===== config.mk =====
export PLATFORM = sky130hd
export DESIGN_NAME = speakerphone_reset_sequencer
export DESIGN_NICKNAME = d
export VERILOG_FILES = /design/src/design/reset_seq_pkg.sv /design/src/design/pin_if.sv /design/src/design/pin_sync.sv /design/src/design/rate_div.sv /design/src/design/speakerphone_reset_sequencer.sv
export VERILOG_INCLUDE_DIRS = /design/src /design/src/design
export SDC_FILE = /design/constraint.sdc
export NUM_CORES = 1
export LEC_CHECK = 0
export BUFFER_PORTS_ARGS = -buffer_cell sky130_fd_sc_hd__buf_2
export CORE_MARGIN = 3
export CORE_UTILIZATION = 40
export DETAILED_ROUTE_END_ITERATION = 16
export MAX_ROUTING_LAYER = met4
export PLACE_DENSITY_LB_ADDON = 0.12
export SLEW_MARGIN = 20
export SYNTH_ARGS = -nofsm -noshare
export SYNTH_HDL_FRONTEND = slang
export SYNTH_HIERARCHICAL = 1
export SYNTH_SLANG_ARGS = --single-unit

===== constraint.sdc =====
create_clock -name ref_clk -period 4.8 [get_ports ref_clk]
set_input_delay 0.48 -clock ref_clk [delete_from_list [all_inputs] [get_ports ref_clk]]
set_output_delay 0.48 -clock ref_clk [all_outputs]
set_load 0.1 [all_outputs]

===== src/design/reset_seq_defs.svh =====
// Purpose: timing figures, selection values and field positions
// Assumes: 25 MHz reference clock
// Notes: cycle counts are derived in the top module from these figures
`ifndef RESET_SEQ_DEFS_SVH
`define RESET_SEQ_DEFS_SVH

`define CLK_KHZ 25000
`define OSC_START_US 4000
`define WARM_WINDOW_US 50000
`define COLD_WINDOW_US 100000

`define SEL_COLD_TIMER 16'h0000
`define SEL_WARM_TIMER 16'h0006
`define SEL_COLD_NOW 16'h8000
`define SEL_WARM_NOW 16'h8006

`define REG_IDX_MSB 3
`define REG_IDX_LSB 1
`define SAMPLE_DIV 2560

`endif


===== src/design/reset_seq_pkg.sv =====
// Purpose: types shared by the reset sequencer
// Assumes: reset_seq_defs.svh defines the selection values
// Notes: sel_decode is used for mode selection and for assertions
`include "reset_seq_defs.svh"

package reset_seq_pkg;

  typedef enum logic [2:0] {
    ST_OFF, ST_OSC, ST_CAL, ST_HOLD, ST_APPLY, ST_RUN
  } seq_state_type;

  typedef struct packed {
    logic hit;
    logic warm;
    logic now;
  } sel_type;

  function automatic sel_type sel_decode(input logic [15:0] word);
    sel_type s;
    s.hit = (word == `SEL_COLD_TIMER) || (word == `SEL_WARM_TIMER) ||
            (word == `SEL_COLD_NOW) || (word == `SEL_WARM_NOW);
    s.warm = (word == `SEL_WARM_TIMER) || (word == `SEL_WARM_NOW);
    s.now = (word == `SEL_COLD_NOW) || (word == `SEL_WARM_NOW);
    return s;
  endfunction

endpackage


===== src/design/pin_if.sv =====
// Purpose: carries the synchronised reset pin level and its rising edge
// Assumes: both signals are in the ref_clk domain
// Notes: rise is a one-cycle pulse
`timescale 1ns/1ns

interface pin_if;
  logic level;
  logic rise;
  modport src (output level, output rise);
  modport dst (input level, input rise);
endinterface


===== src/design/pin_sync.sv =====
// Purpose: two-flop synchroniser for the reset pin with edge pulse
// Assumes: pin is asynchronous to ref_clk
// Notes: first flop is read only by the second
`timescale 1ns/1ns

module pin_sync (
  // Clock and reset
  input wire logic ref_clk,
  input wire logic resetn,
  // Pin
  input wire logic pin_n,
  // Synchronised view
  pin_if.src sync
);

  logic meta_q;
  logic level_q;
  logic prev_q;

  // Edge taken from the settled level so the metastable flop has one reader
  always_ff @(posedge ref_clk) begin
    if (!resetn) begin
      meta_q <= 1'b0;
      level_q <= 1'b0;
      prev_q <= 1'b0;
    end else begin
      meta_q <= pin_n;
      level_q <= meta_q;
      prev_q <= level_q;
    end
  end

  wire rise_w = level_q & ~prev_q;

  assign sync.level = level_q;
  assign sync.rise = rise_w;

endmodule


===== src/design/rate_div.sv =====
// Purpose: sample-rate enable derived from the system clock
// Assumes: en high only while digital clocks run
// Notes: rate follows the supplied clock since the ratio is fixed
`timescale 1ns/1ns
`include "reset_seq_defs.svh"

module rate_div #(
  parameter int unsigned DIV = `SAMPLE_DIV
) (
  // Clock and reset
  input wire logic ref_clk,
  input wire logic resetn,
  // Control
  input wire logic en,
  // Sample enable
  output logic tick
);

  localparam int W = (DIV > 1) ? $clog2(DIV) : 1;

  generate
    if (DIV < 2) begin : g_bad
      $error("rate_div: DIV must be at least 2");
    end
  endgenerate

  logic [W-1:0] cnt_q;
  logic tick_q;
  wire last = (cnt_q == W'(DIV - 1));

  always_ff @(posedge ref_clk) begin
    if (!resetn || !en) begin
      cnt_q <= '0;
      tick_q <= 1'b0;
    end else begin
      cnt_q <= last ? '0 : cnt_q + W'(1);
      tick_q <= last;
    end
  end

  assign tick = tick_q;

endmodule


===== src/design/speakerphone_reset_sequencer.sv =====
// Purpose: reset, power-down and reset-mode sequencing of the device
// Assumes: host writes arrive as single-cycle strobes on ref_clk
// Notes: the reset pin is synchronised; times count from its rise
//
// How it works
// Host holds reset pin low minimum time
// Pin low powers down, stops oscillator
// Pin rise enables oscillator, clocks after 4ms
// Clocks running then calibrate and initialise
// Selection write in warm window latches mode
// No selection: cold reset at window end
// Zero value selects cold reset at expiry
// Value 0x0006 selects warm at expiry
// Value 0x8000 starts cold reset immediately
// Value 0x8006 starts warm reset immediately
// Nonzero selections also stored as register writes
// Host then rewrites the modified register
// Cold reset clears converters, memories, registers
// Warm reset keeps coefficients after cold once
// Timer halts operation until bias settles
// Sample rate scales with supplied clock
// Late writes never alter the reset mode
`timescale 1ns/1ns
`include "reset_seq_defs.svh"

module speakerphone_reset_sequencer
  import reset_seq_pkg::*;
#(
  parameter int unsigned OSC_CYC = `OSC_START_US * (`CLK_KHZ / 1000),
  parameter int unsigned WARM_CYC = `WARM_WINDOW_US * (`CLK_KHZ / 1000),
  parameter int unsigned COLD_CYC = `COLD_WINDOW_US * (`CLK_KHZ / 1000),
  parameter int unsigned SAMPLE_DIV = `SAMPLE_DIV
) (
  // Clock and reset
  input wire logic ref_clk,
  input wire logic resetn,
  // Hardware reset pin
  input wire logic rst_pin_n,
  // Host control word writes
  input wire logic host_wr_valid,
  input wire logic [15:0] host_wr_data,
  // Converter calibration
  input wire logic cal_done,
  output logic cal_start,
  // Power and clocks
  output logic powered_down,
  output logic osc_enable,
  output logic clk_run,
  output logic sample_tick,
  // Sequencing
  output logic halted,
  output logic cold_reset,
  output logic warm_reset,
  output logic coeff_clear,
  // Register writes toward the control registers
  output logic reg_wr_valid,
  output logic [2:0] reg_wr_index,
  output logic [15:0] reg_wr_data
);

  generate
    if (OSC_CYC < 1 || WARM_CYC > COLD_CYC || OSC_CYC > COLD_CYC)
    begin : g_bad
      $error("sequencer: need 1 <= OSC_CYC <= COLD_CYC, WARM <= COLD");
    end
  endgenerate

  pin_if pin_bus ();

  pin_sync u_pin_sync (
    .ref_clk(ref_clk),
    .resetn(resetn),
    .pin_n(rst_pin_n),
    .sync(pin_bus)
  );

  seq_state_type st_q;
  seq_state_type st_d;
  logic [31:0] cnt_q;
  logic mode_warm_q;
  logic now_q;
  logic sel_seen_q;
  logic cold_seen_q;
  logic powered_down_q;
  logic osc_enable_q;
  logic clk_run_q;
  logic cal_start_q;
  logic halted_q;
  logic cold_reset_q;
  logic warm_reset_q;
  logic reg_wr_valid_q;
  logic [2:0] reg_wr_index_q;
  logic [15:0] reg_wr_data_q;

  // Decode and window terms
  wire pin_hi = pin_bus.level;
  wire osc_done = (cnt_q >= OSC_CYC);
  wire warm_open = (cnt_q < WARM_CYC);
  wire cold_end = (cnt_q >= COLD_CYC);
  wire sel_type sel = sel_decode(host_wr_data);
  wire sel_hit = host_wr_valid && pin_hi && warm_open && sel.hit &&
                 (st_q != ST_APPLY) && (st_q != ST_RUN);
  wire eff_warm = mode_warm_q && cold_seen_q;
  wire zero_sel = warm_open && (host_wr_data == `SEL_COLD_TIMER);
  wire fwd = host_wr_valid && pin_hi && !zero_sel;
  wire [2:0] fwd_idx = host_wr_data[`REG_IDX_MSB:`REG_IDX_LSB];

  // Sequence: oscillator start, calibration, timer hold, reset, run
  always_comb begin
    st_d = st_q;
    case (st_q)
      ST_OFF: begin
        if (pin_hi) begin
          st_d = ST_OSC;
        end
      end
      ST_OSC: begin
        if (osc_done) begin
          st_d = ST_CAL;
        end
      end
      ST_CAL: begin
        if (cal_done) begin
          st_d = ST_HOLD;
        end
      end
      ST_HOLD: begin
        // Immediate selection skips the rest of the bias settling time
        if (now_q || cold_end) begin
          st_d = ST_APPLY;
        end
      end
      ST_APPLY: st_d = ST_RUN;
      ST_RUN: st_d = ST_RUN;
      default: st_d = ST_OFF;
    endcase
    if (!pin_hi) begin
      st_d = ST_OFF;
    end
  end

  always_ff @(posedge ref_clk) begin
    if (!resetn) begin
      st_q <= ST_OFF;
    end else begin
      st_q <= st_d;
    end
  end

  // Time since the pin rose; saturates once the cold window closes
  always_ff @(posedge ref_clk) begin
    if (!resetn || !pin_hi || pin_bus.rise) begin
      cnt_q <= '0;
    end else if (!cold_end) begin
      cnt_q <= cnt_q + 32'h1;
    end
  end

  // Mode latch: the last valid selection inside the warm window before ST_APPLY wins
  always_ff @(posedge ref_clk) begin
    if (!resetn || !pin_hi) begin
      mode_warm_q <= 1'b0;
      now_q <= 1'b0;
      sel_seen_q <= 1'b0;
    end else if (sel_hit) begin
      mode_warm_q <= sel.warm;
      now_q <= sel.now;
      sel_seen_q <= 1'b1;
    end
  end

  // Survives pin power-down; only a full reset forgets it
  always_ff @(posedge ref_clk) begin
    if (!resetn) begin
      cold_seen_q <= 1'b0;
    end else if (st_q == ST_APPLY && !eff_warm) begin
      cold_seen_q <= 1'b1;
    end
  end

  // Outputs follow the next state so they line up with it
  always_ff @(posedge ref_clk) begin
    if (!resetn) begin
      powered_down_q <= 1'b1;
      osc_enable_q <= 1'b0;
      clk_run_q <= 1'b0;
      cal_start_q <= 1'b0;
      halted_q <= 1'b1;
      cold_reset_q <= 1'b0;
      warm_reset_q <= 1'b0;
    end else begin
      powered_down_q <= (st_d == ST_OFF);
      osc_enable_q <= (st_d != ST_OFF);
      clk_run_q <= (st_d != ST_OFF) && (st_d != ST_OSC);
      cal_start_q <= (st_q == ST_OSC) && (st_d == ST_CAL);
      halted_q <= (st_d != ST_RUN);
      // Warm without an earlier cold would keep stale coefficients
      cold_reset_q <= (st_d == ST_APPLY) && !eff_warm;
      warm_reset_q <= (st_d == ST_APPLY) && eff_warm;
    end
  end

  // Nonzero selection values double as ordinary register writes
  always_ff @(posedge ref_clk) begin
    if (!resetn) begin
      reg_wr_valid_q <= 1'b0;
      reg_wr_index_q <= 3'h0;
      reg_wr_data_q <= 16'h0000;
    end else begin
      reg_wr_valid_q <= fwd;
      if (fwd) begin
        reg_wr_index_q <= fwd_idx;
        reg_wr_data_q <= host_wr_data;
      end
    end
  end

  rate_div #(
    .DIV(SAMPLE_DIV)
  ) u_rate_div (
    .ref_clk(ref_clk),
    .resetn(resetn),
    .en(clk_run_q && !halted_q),
    .tick(sample_tick)
  );

  assign powered_down = powered_down_q;
  assign osc_enable = osc_enable_q;
  assign clk_run = clk_run_q;
  assign cal_start = cal_start_q;
  assign halted = halted_q;
  assign cold_reset = cold_reset_q;
  assign warm_reset = warm_reset_q;
  assign coeff_clear = cold_reset_q;
  assign reg_wr_valid = reg_wr_valid_q;
  assign reg_wr_index = reg_wr_index_q;
  assign reg_wr_data = reg_wr_data_q;
endmodule


---- Word level (Yosys, flattened, before mapping) ----
Cells that the tools add are included.
word-level totals
  input port bits ......................... 21
  word-level logic and storage cells ...... 82
  bits in registers ....................... 81
  output and inout bits ................... 29
operators by class
  $add $sub $neg .......................... 2
  equal/unequal tests ..................... 15
  $lt $le $gt $ge ......................... 3
  bitwise logic cells ..................... 2
  reduce and logical (&&, ||, !) cells .... 35
  mux-type cells .......................... 5
operator list
  cell                   number
  $add 32x1->32 const B  1
  $eq 16x16->1 const B   2
  $ge 32x17->1 const B   1
  $ge 32x22->1 const B   1
  $lt 32x21->1 const B   1
  $eq 16x3->1 const B    1
  $logic_not 16->1       1
  $pmux 3 s5             1
  $logic_and 1x1->1      14
  $add 12x1->12 const B  1
  $eq 12x12->1 const B   1
  $mux 3                 4
  $eq 3x2->1 const B     3
  $eq 3x3->1 const B     3
  $logic_or 1x1->1       9
  $ne 3x3->1 const B     3
  $logic_not 1->1        6
  $logic_not 3->1        2
  $reduce_or 2->1        2
  $eq 3x1->1 const B     1
  $ne 3x1->1 const B     1
  $reduce_bool 3->1      1
  $and 1x1->1            1
  $not 1->1              1

---- Logic depth before layout (Yosys ltp) ----
Gate-level depths: netlist of run 1.
  depth in word-level cells ............... 7
  gate-level depth with buffers ........... 7
  gate-level depth less buffers ........... 6

---- Modules after synthesis ----
Netlist of run 1, hierarchy kept.
modules (own cells, without submodules)
  module                        area an instance (µm²)  cells an instance  sequential area each (µm²)  instances
  speakerphone_reset_sequencer  2931.6                  336                1241.2                      1
  rate_div                      574.3                   60                 260.2                       1
  pin_sync                      92.6                    7                  60.1                        1

---- Worst setup path after synthesis of run 1 ----
No wires, ideal clock.
  path kind ............................... input-to-reg
  start point ............................. in host_wr_data[0]
  end point ............................... reg reg_wr_valid_q (netlist: reg_wr_valid)
  slack ................................... 2.874 ns
  arrival ................................. 1.811 ns
  stages on the path ...................... 6
  setup time .............................. 0.115 ns
  path through ............................ nor4_1 nand4_1 nor2_1 a31oi_1 buf_4 and2_1
on the way
  word-level cells in the longest chain between the ends .. 4
ends and longest elaborated chain
  item                        line                                 source
  start: declaration          speakerphone_reset_sequencer.sv:41   input wire logic [15:0] host_wr_data,
  $logic_not 16->1 (no line)  n/a
  $logic_and 1x1->1           speakerphone_reset_sequencer.sv:104  wire zero_sel = warm_open && (host_wr_data == `SEL_COLD_TIMER);
  $logic_not 1->1             speakerphone_reset_sequencer.sv:105  wire fwd = host_wr_valid && pin_hi && !zero_sel;
  $logic_and 1x1->1           speakerphone_reset_sequencer.sv:105
  end signal: assignment      speakerphone_reset_sequencer.sv:210  reg_wr_valid_q <= fwd;
  end: declaration            speakerphone_reset_sequencer.sv:91   logic reg_wr_valid_q;
No other way between the ends.
A chain may end at the register's enable or synchronous reset.

==> impl_metrics.yaml, run 1 <==
run_status:
  outcome: "finished clean"
power_and_ir_drop:
  peakVddDrop_v: 0.000142
  p_per_area_nw_per_um2: 293
  p_leak_nw: 1.48
grt:
  grt_max_degree: 39
  met3_usage_pct: 4.71
  grt-ovfl-total: 0
  grt_pass1_vias: 2847
  use_met1_pct: 21.5
  antenna_found_initial: 0
  grt_busiest_layer: "met2"
  grt_usage_pct: 17.0
  met2_usage_pct: 26.3
  grt_pass1_wl_mm: 13.4
clock_tree:
  cts_tree: "done"
  numCtsBuffers: 9
  htreeDepth: 3
  cts-root-buf: "clkbuf_8"
  cts.hold.buffers_added: 0
  clkSlewWorstSetupHoldPaths_ps: 90
  clock_sinks: 78
  clk_latency_ps: 350
  postCtsSetupRepairBufs: 0
  cts_max_path_buffers: 2
  cts_resized: 0
setup_path:
  path_class: "flop to flop"
  critical_path.startpoint_type: "flop"
  worst-r2r-setup-slack_ps: 2470
  cp-startpoint: "cnt_q[12]"
  r2r_end: "reg_wr_data[5]"
  endpoint_kind: "flop"
  r2r_cells: 5
  path_max_fanout: 14
  worstPathArrival_ps: 2610
  r2r-start: "cnt_q[12]"
  critPathRequiredTime_ps: 5070
floorplanning:
  die_h_um: 101
  die_area_um2: 10200
  rows: 33
  start_util_pct: 42.5
  fp.dieW_um: 101
  core_area_um2: 8460
  pin_count: 50
drt:
  vias: 3043
  dr.first_iter.drc_count: 133
  drtPass1Iterations: 4
  finalWirelength_mm: 7.80
  wl_per_cell_um: 14.1
  route.detailed.drc: 0
  via_per_inst: 5.50
  ant_nets: 0
logic_synthesis:
  seq_area_frac_synth_pct: 43.4
  syn_inst: 403
  ys_async_sr_fraction_pct: 0
  yosysWarnings: 6
  synth_area_um2: 3600
  ys_seq_elements: 78
  synth.net_count: 427
  synth_edf_count: 0
  synth_flop_cell: "dfxtp_1"
  ys_types: 60
  avgSynthCellArea_um2: 8.93
sta:
  hold_viol: 0
  fin_crit_ps: 2330
  drv_slew: 0
  setup_viol: 0
  timing.fmax_mhz: 428
  finClkSkew_ps: 12.4
  finalSetupTns_ps: 0
  min_period_over_period_pct: 48.6
  slew-limit-headroom_pct: 30.7
  rsz0062_at_grt: "false"
  fin_ws_ps: 2470
  tightest_slew_ps: 1040
hold_path:
  hp-start: "rst_pin_n"
  hold_depth: 2
  min_path_type: "input pin to flop"
  min_to: "u_pin_sync/meta_q"
cells_and_area:
  fin_nets: 467
  fin_util_pct: 48.1
  diodes: 0
  synthToLayoutAreaGrowth_pct: 13.0
  fin_area_um2: 4070
  layout-drive-gt1-share_pct: 19.4
placed_design:
  numPortBuffers: 49
  dp_slack_ps: 2250
  dpl.hpwl_mm: 5.56
  dpl-instance-area_um2: 3870
  place.gp.congestion: 0.824
run:
  drv_cap: 0
==> cells by family (layout without fill, tap and decap cells) <==
kind of cell	count (synthesis)	after routing	share of synthesized area (%)
compound gates	76	76	15.8
flops	78	78	43.4
simple gates	183	183	27.7
mux	18	18	5.01
xor+xnor	11	11	2.68
fa+ha+maj	3	3	1.04
buf+inv	34	79	4.42
==> routing by layer <==
layer | vias to the layer above | routed length, µm
met5 | - | 0
met4 | 0 | 102
met3 | 9 | 317
met2 | 71 | 3720
met1 | 1425 | 3660
li1 | 1538 | -
==> worst max-delay path: stages (launching register included) <==
cell      delay, ps
dfxtp_1         500
nand4_1         130
nor3_1          340
o311ai_2        200
a31oi_2         800
mux2i_1         290
==> cell type report <==
cell class | instances | area, µm²
clock buffers | 11 | 151
well taps | 105 | 131
repair buffers | 49 | 245
fillers | 869 | 4400
inverters | 14 | 52.6
flip-flops and latches | 78 | 1560
multi-input cells | 291 | 1880
clock inverters | 5 | 41.3
==> sequential cells by signal, summed over array words and instances (netlist names), 2 cells and up <==
register	flops
u_rate_div/cnt_q	12
reg_wr_data	14
st_q	3
cnt_q	32
reg_wr_index	2
==> layout by cell type, fill, tap and decap left out, types with 3 or more instances in the layout <==
cell,netlist,layout
a31o_2,3,3
nand3_1,11,11
ha_1,3,3
nor3_1,6,6
a21oi_1,20,20
xnor2_1,8,8
and4_1,5,5
a2111oi_0,4,4
dfxtp_1,78,78
or4_1,6,6
nor2b_1,4,4
or3_1,4,4
nand2_1,58,58
nand4b_1,4,4
nor4_1,5,5
inv_1,14,14
and2_1,18,18
a21boi_0,3,3
o21ai_0,10,10
xor2_1,3,3
nor2_1,30,30
mux2i_1,18,18
and3_1,3,3
nor3b_1,4,4
a211oi_1,5,5
buf_2,1,49
clkbuf_8,0,11
o31ai_1,7,7
nand4_1,11,11
==> synth_stat cells, drive strengths merged (6+ instances only) <==
| cell type | count | share of area (%) |
|---|---|---|
| a21oi | 22 | 3.3 |
| and2 | 18 | 3.1 |
| buf | 9 | 1.8 |
| clkbuf | 11 | 1.1 |
| dfxtp | 78 | 43 |
| inv | 14 | 1.5 |
| mux2i | 18 | 5.0 |
| nand2 | 58 | 6.1 |
| nand3 | 11 | 1.5 |
| nand4 | 12 | 2.3 |
| nor2 | 30 | 3.1 |
| nor3 | 8 | 1.6 |
| nor4 | 7 | 1.6 |
| o21ai | 10 | 1.4 |
| o31ai | 7 | 1.5 |
| or3 | 6 | 1.1 |
| or4 | 8 | 1.9 |
| xnor2 | 8 | 1.9 |
==> where the power goes <==
group | total, mW | internal [mW] | switching, mW
Combinational | 0.0664 | 0.0163 | 0.0502
Sequential | 0.655 | 0.651 | 0.00312
Clock | 0.471 | 0.221 | 0.250
==> how the worst max path moves through the flow <==
stage | cells past startpoint | slack [ps] | to
final | 5 | 2470 | reg_wr_data[5]
after global routing | 5 | 2280 | cnt_q[7]
after CTS | 5 | 2460 | reg_wr_data[5]
after detailed placement | 6 | 2250 | cnt_q[18]
after global placement | 5 | 2310 | cnt_q[12]
after floorplan | 6 | 2870 | reg_wr_valid
==> stage by stage <==
stage / hold WS (ps) / std cells / total power [mW]
3_5_place_dp: 410 / 537 / 0.737
2_1_floorplan: 406 / 403 / 0.718
6_report: 340 / 553 / 1.19
3_3_place_gp: 410 / 537 / 0.736
4_1_cts: 322 / 553 / 1.21
5_1_grt: 323 / 553 / 1.25
Note: power is estimated with default switching activity, not from simulation.
==> inputs of run 2 (changes only) <==
- clock period: 4.8 -> 2.2 ns (I/O delays scaled with it)
==> run 2 against run 1 <==
Against the previous run:
- worst setup slack worse by 2400 ps
- flip-flop and latch count unchanged
- count of clock-buffer cells in the layout decreased by 2
- routed wire length is 7.1% higher
- combinational power grew 130%
- core utilization is 2.6 points higher
- total power grew 120%
- clock skew shrank 1.0 ps
- largest power group unchanged
- via count grew 1.7%
- cell count rose by 4.2%
==> impl_metrics.yaml, run 2 (synthesis gave the netlist of run 1 again) <==
floorplanning:
  pin_count: 50
  rows: 33
  start_util_pct: 42.5
  fp.dieW_um: 101
  die_h_um: 101
  die_area_um2: 10200
  core_area_um2: 8460
drt:
  via_per_inst: 5.37
  wl_per_cell_um: 14.5
  ant_nets: 0
  drtPass1Iterations: 4
  dr.first_iter.drc_count: 103
  route.detailed.drc: 0
  finalWirelength_mm: 8.36
  vias: 3094
setup_path:
  r2r_end: "cnt_q[17]"
  endpoint_kind: "flop"
  worstPathArrival_ps: 2400
  critical_path.startpoint_type: "flop"
  r2r_cells: 5
  path_class: "flop to flop"
  slowest_stage: "or4_1"
  r2r-start: "cnt_q[20]"
  crit_path_cell_trace: "a311oi_1, o2111a_1, o2111ai_4, or4_1, a21oi_1"
  max_stage_delay_ps: 560
  path_max_fanout: 7
  worst-r2r-setup-slack_ps: 90
  critPathRequiredTime_ps: 2490
clock_tree:
  cts.hold.buffers_added: 0
  cts_tree: "done"
  htreeDepth: 3
  numCtsBuffers: 9
  cts-root-buf: "clkbuf_8"
  clock_sinks: 78
  cts_max_path_buffers: 2
  clkSlewWorstSetupHoldPaths_ps: 90
  clk_latency_ps: 360
power_and_ir_drop:
  p_leak_nw: 1.61
  p_per_area_nw_per_um2: 616
  peakVddDrop_v: 0.000418
run_status:
  outcome: "finished clean"
hold_path:
  hold_depth: 2
  hp-start: "rst_pin_n"
  min_to: "u_pin_sync/meta_q"
  min_path_type: "input pin to flop"
cells_and_area:
  largest_register_ffs: 32
  synthToLayoutAreaGrowth_pct: 19.2
  diodes: 0
  layout_common_cells: "dfxtp_1 (78), nand2_1 (58), buf_2 (49)"
  final_cells: 576
  regMostFlops: "cnt_q"
  layout-drive-gt1-share_pct: 24.2
  fin_nets: 490
  layout_commonest_cell: "dfxtp_1"
sta:
  finalSetupTns_ps: 0
  setup_viol: 0
  drv_slew: 0
  hold_viol: 0
  timing.fmax_mhz: 474
  rsz0062_at_grt: "false"
  tightest_slew_ps: 572
  slew-limit-headroom_pct: 61.8
  min_period_over_period_pct: 95.9
  finClkSkew_ps: 11.3
  fin_crit_ps: 2110
grt:
  grt-ovfl-total: 0
  grt_usage_pct: 17.8
  antenna_found_initial: 0
  grt_pass1_wl_mm: 14.0
  grt_pass1_vias: 2938
  grt_max_degree: 38
placed_design:
  numPortBuffers: 49
  dpl.cell_count: 558
  place.gp.congestion: 0.782
  dpl.hpwl_mm: 5.97
run:
  drv_cap: 0
[run 2: cell type report]
class                      count  area, µm²
tap                          105        131
clock buffer                   9        124
sequential                    78       1560
inverter                      14       52.6
timing repair buffer          71        423
clock inverter                 7       68.8
multi-input combinational    292       1930
fill                         834       4170
[run 2: repair_timing]
item	4_1_cts	5_1_grt
pin swaps	0	1
gates cloned	0	1
endpoints found under the setup margin	1	12
setup buffers	0	1
resized for setup	1	6
[run 2: worst max path at each step]
stage / from / cells past startpoint / to / slack [ps]
floorplan: cnt_q[13] / 6 / reg_wr_valid / 270
global placement: cnt_q[19] / 5 / cnt_q[13] / 80
detailed placement: cnt_q[19] / 5 / cnt_q[19] / 20
CTS: cnt_q[5] / 5 / cnt_q[17] / 30
global route: cnt_q[20] / 5 / cnt_q[13] / 8
finish: cnt_q[20] / 5 / cnt_q[17] / 90
[run 2: per-stage QoR]
step / hold slack (ps) / power [mW] / setup slack, ps / utilization [%] / instance area (µm²)
after floorplan: 342 / 1.57 / 275 / - / 3600
after global placement: 413 / 1.61 / 78.0 / 47.8 / 4050
after detailed placement: 419 / 1.61 / 18.8 / 47.8 / 4050
after CTS: 41.6 / 2.69 / 34.1 / 50.2 / 4250
after global routing: 66.3 / 2.76 / 8.44 / 50.7 / 4290
final: 64.8 / 2.64 / 90.5 / 50.7 / 4290
[run 2: layer usage]
layer | routed length (µm) | GRT usage, % | part of all wire [%]
met1 | 3860 | 22.9 | 46
met2 | 4090 | 27.9 | 49
met3 | 327 | 4.78 | 3.9
met4 | 78 | 4.04 | 0.93
met5 | 0 | - | 0
[run 2: where the power goes]
group	switching, mW	leakage (nW)	internal [mW]
Combinational	0.111	0.881	0.0391
Clock	0.615	0.101	0.448
Sequential	0.00642	0.630	1.42
Total	0.733	1.61	1.91
[run 2: worst max-delay path, delay by kind of cell (launching register included)]
family / cells / cell delay (ps)
AOI/OAI and AO/OA: 4 / 1130
and+or+nand+nor: 1 / 560
DFF: 1 / 360
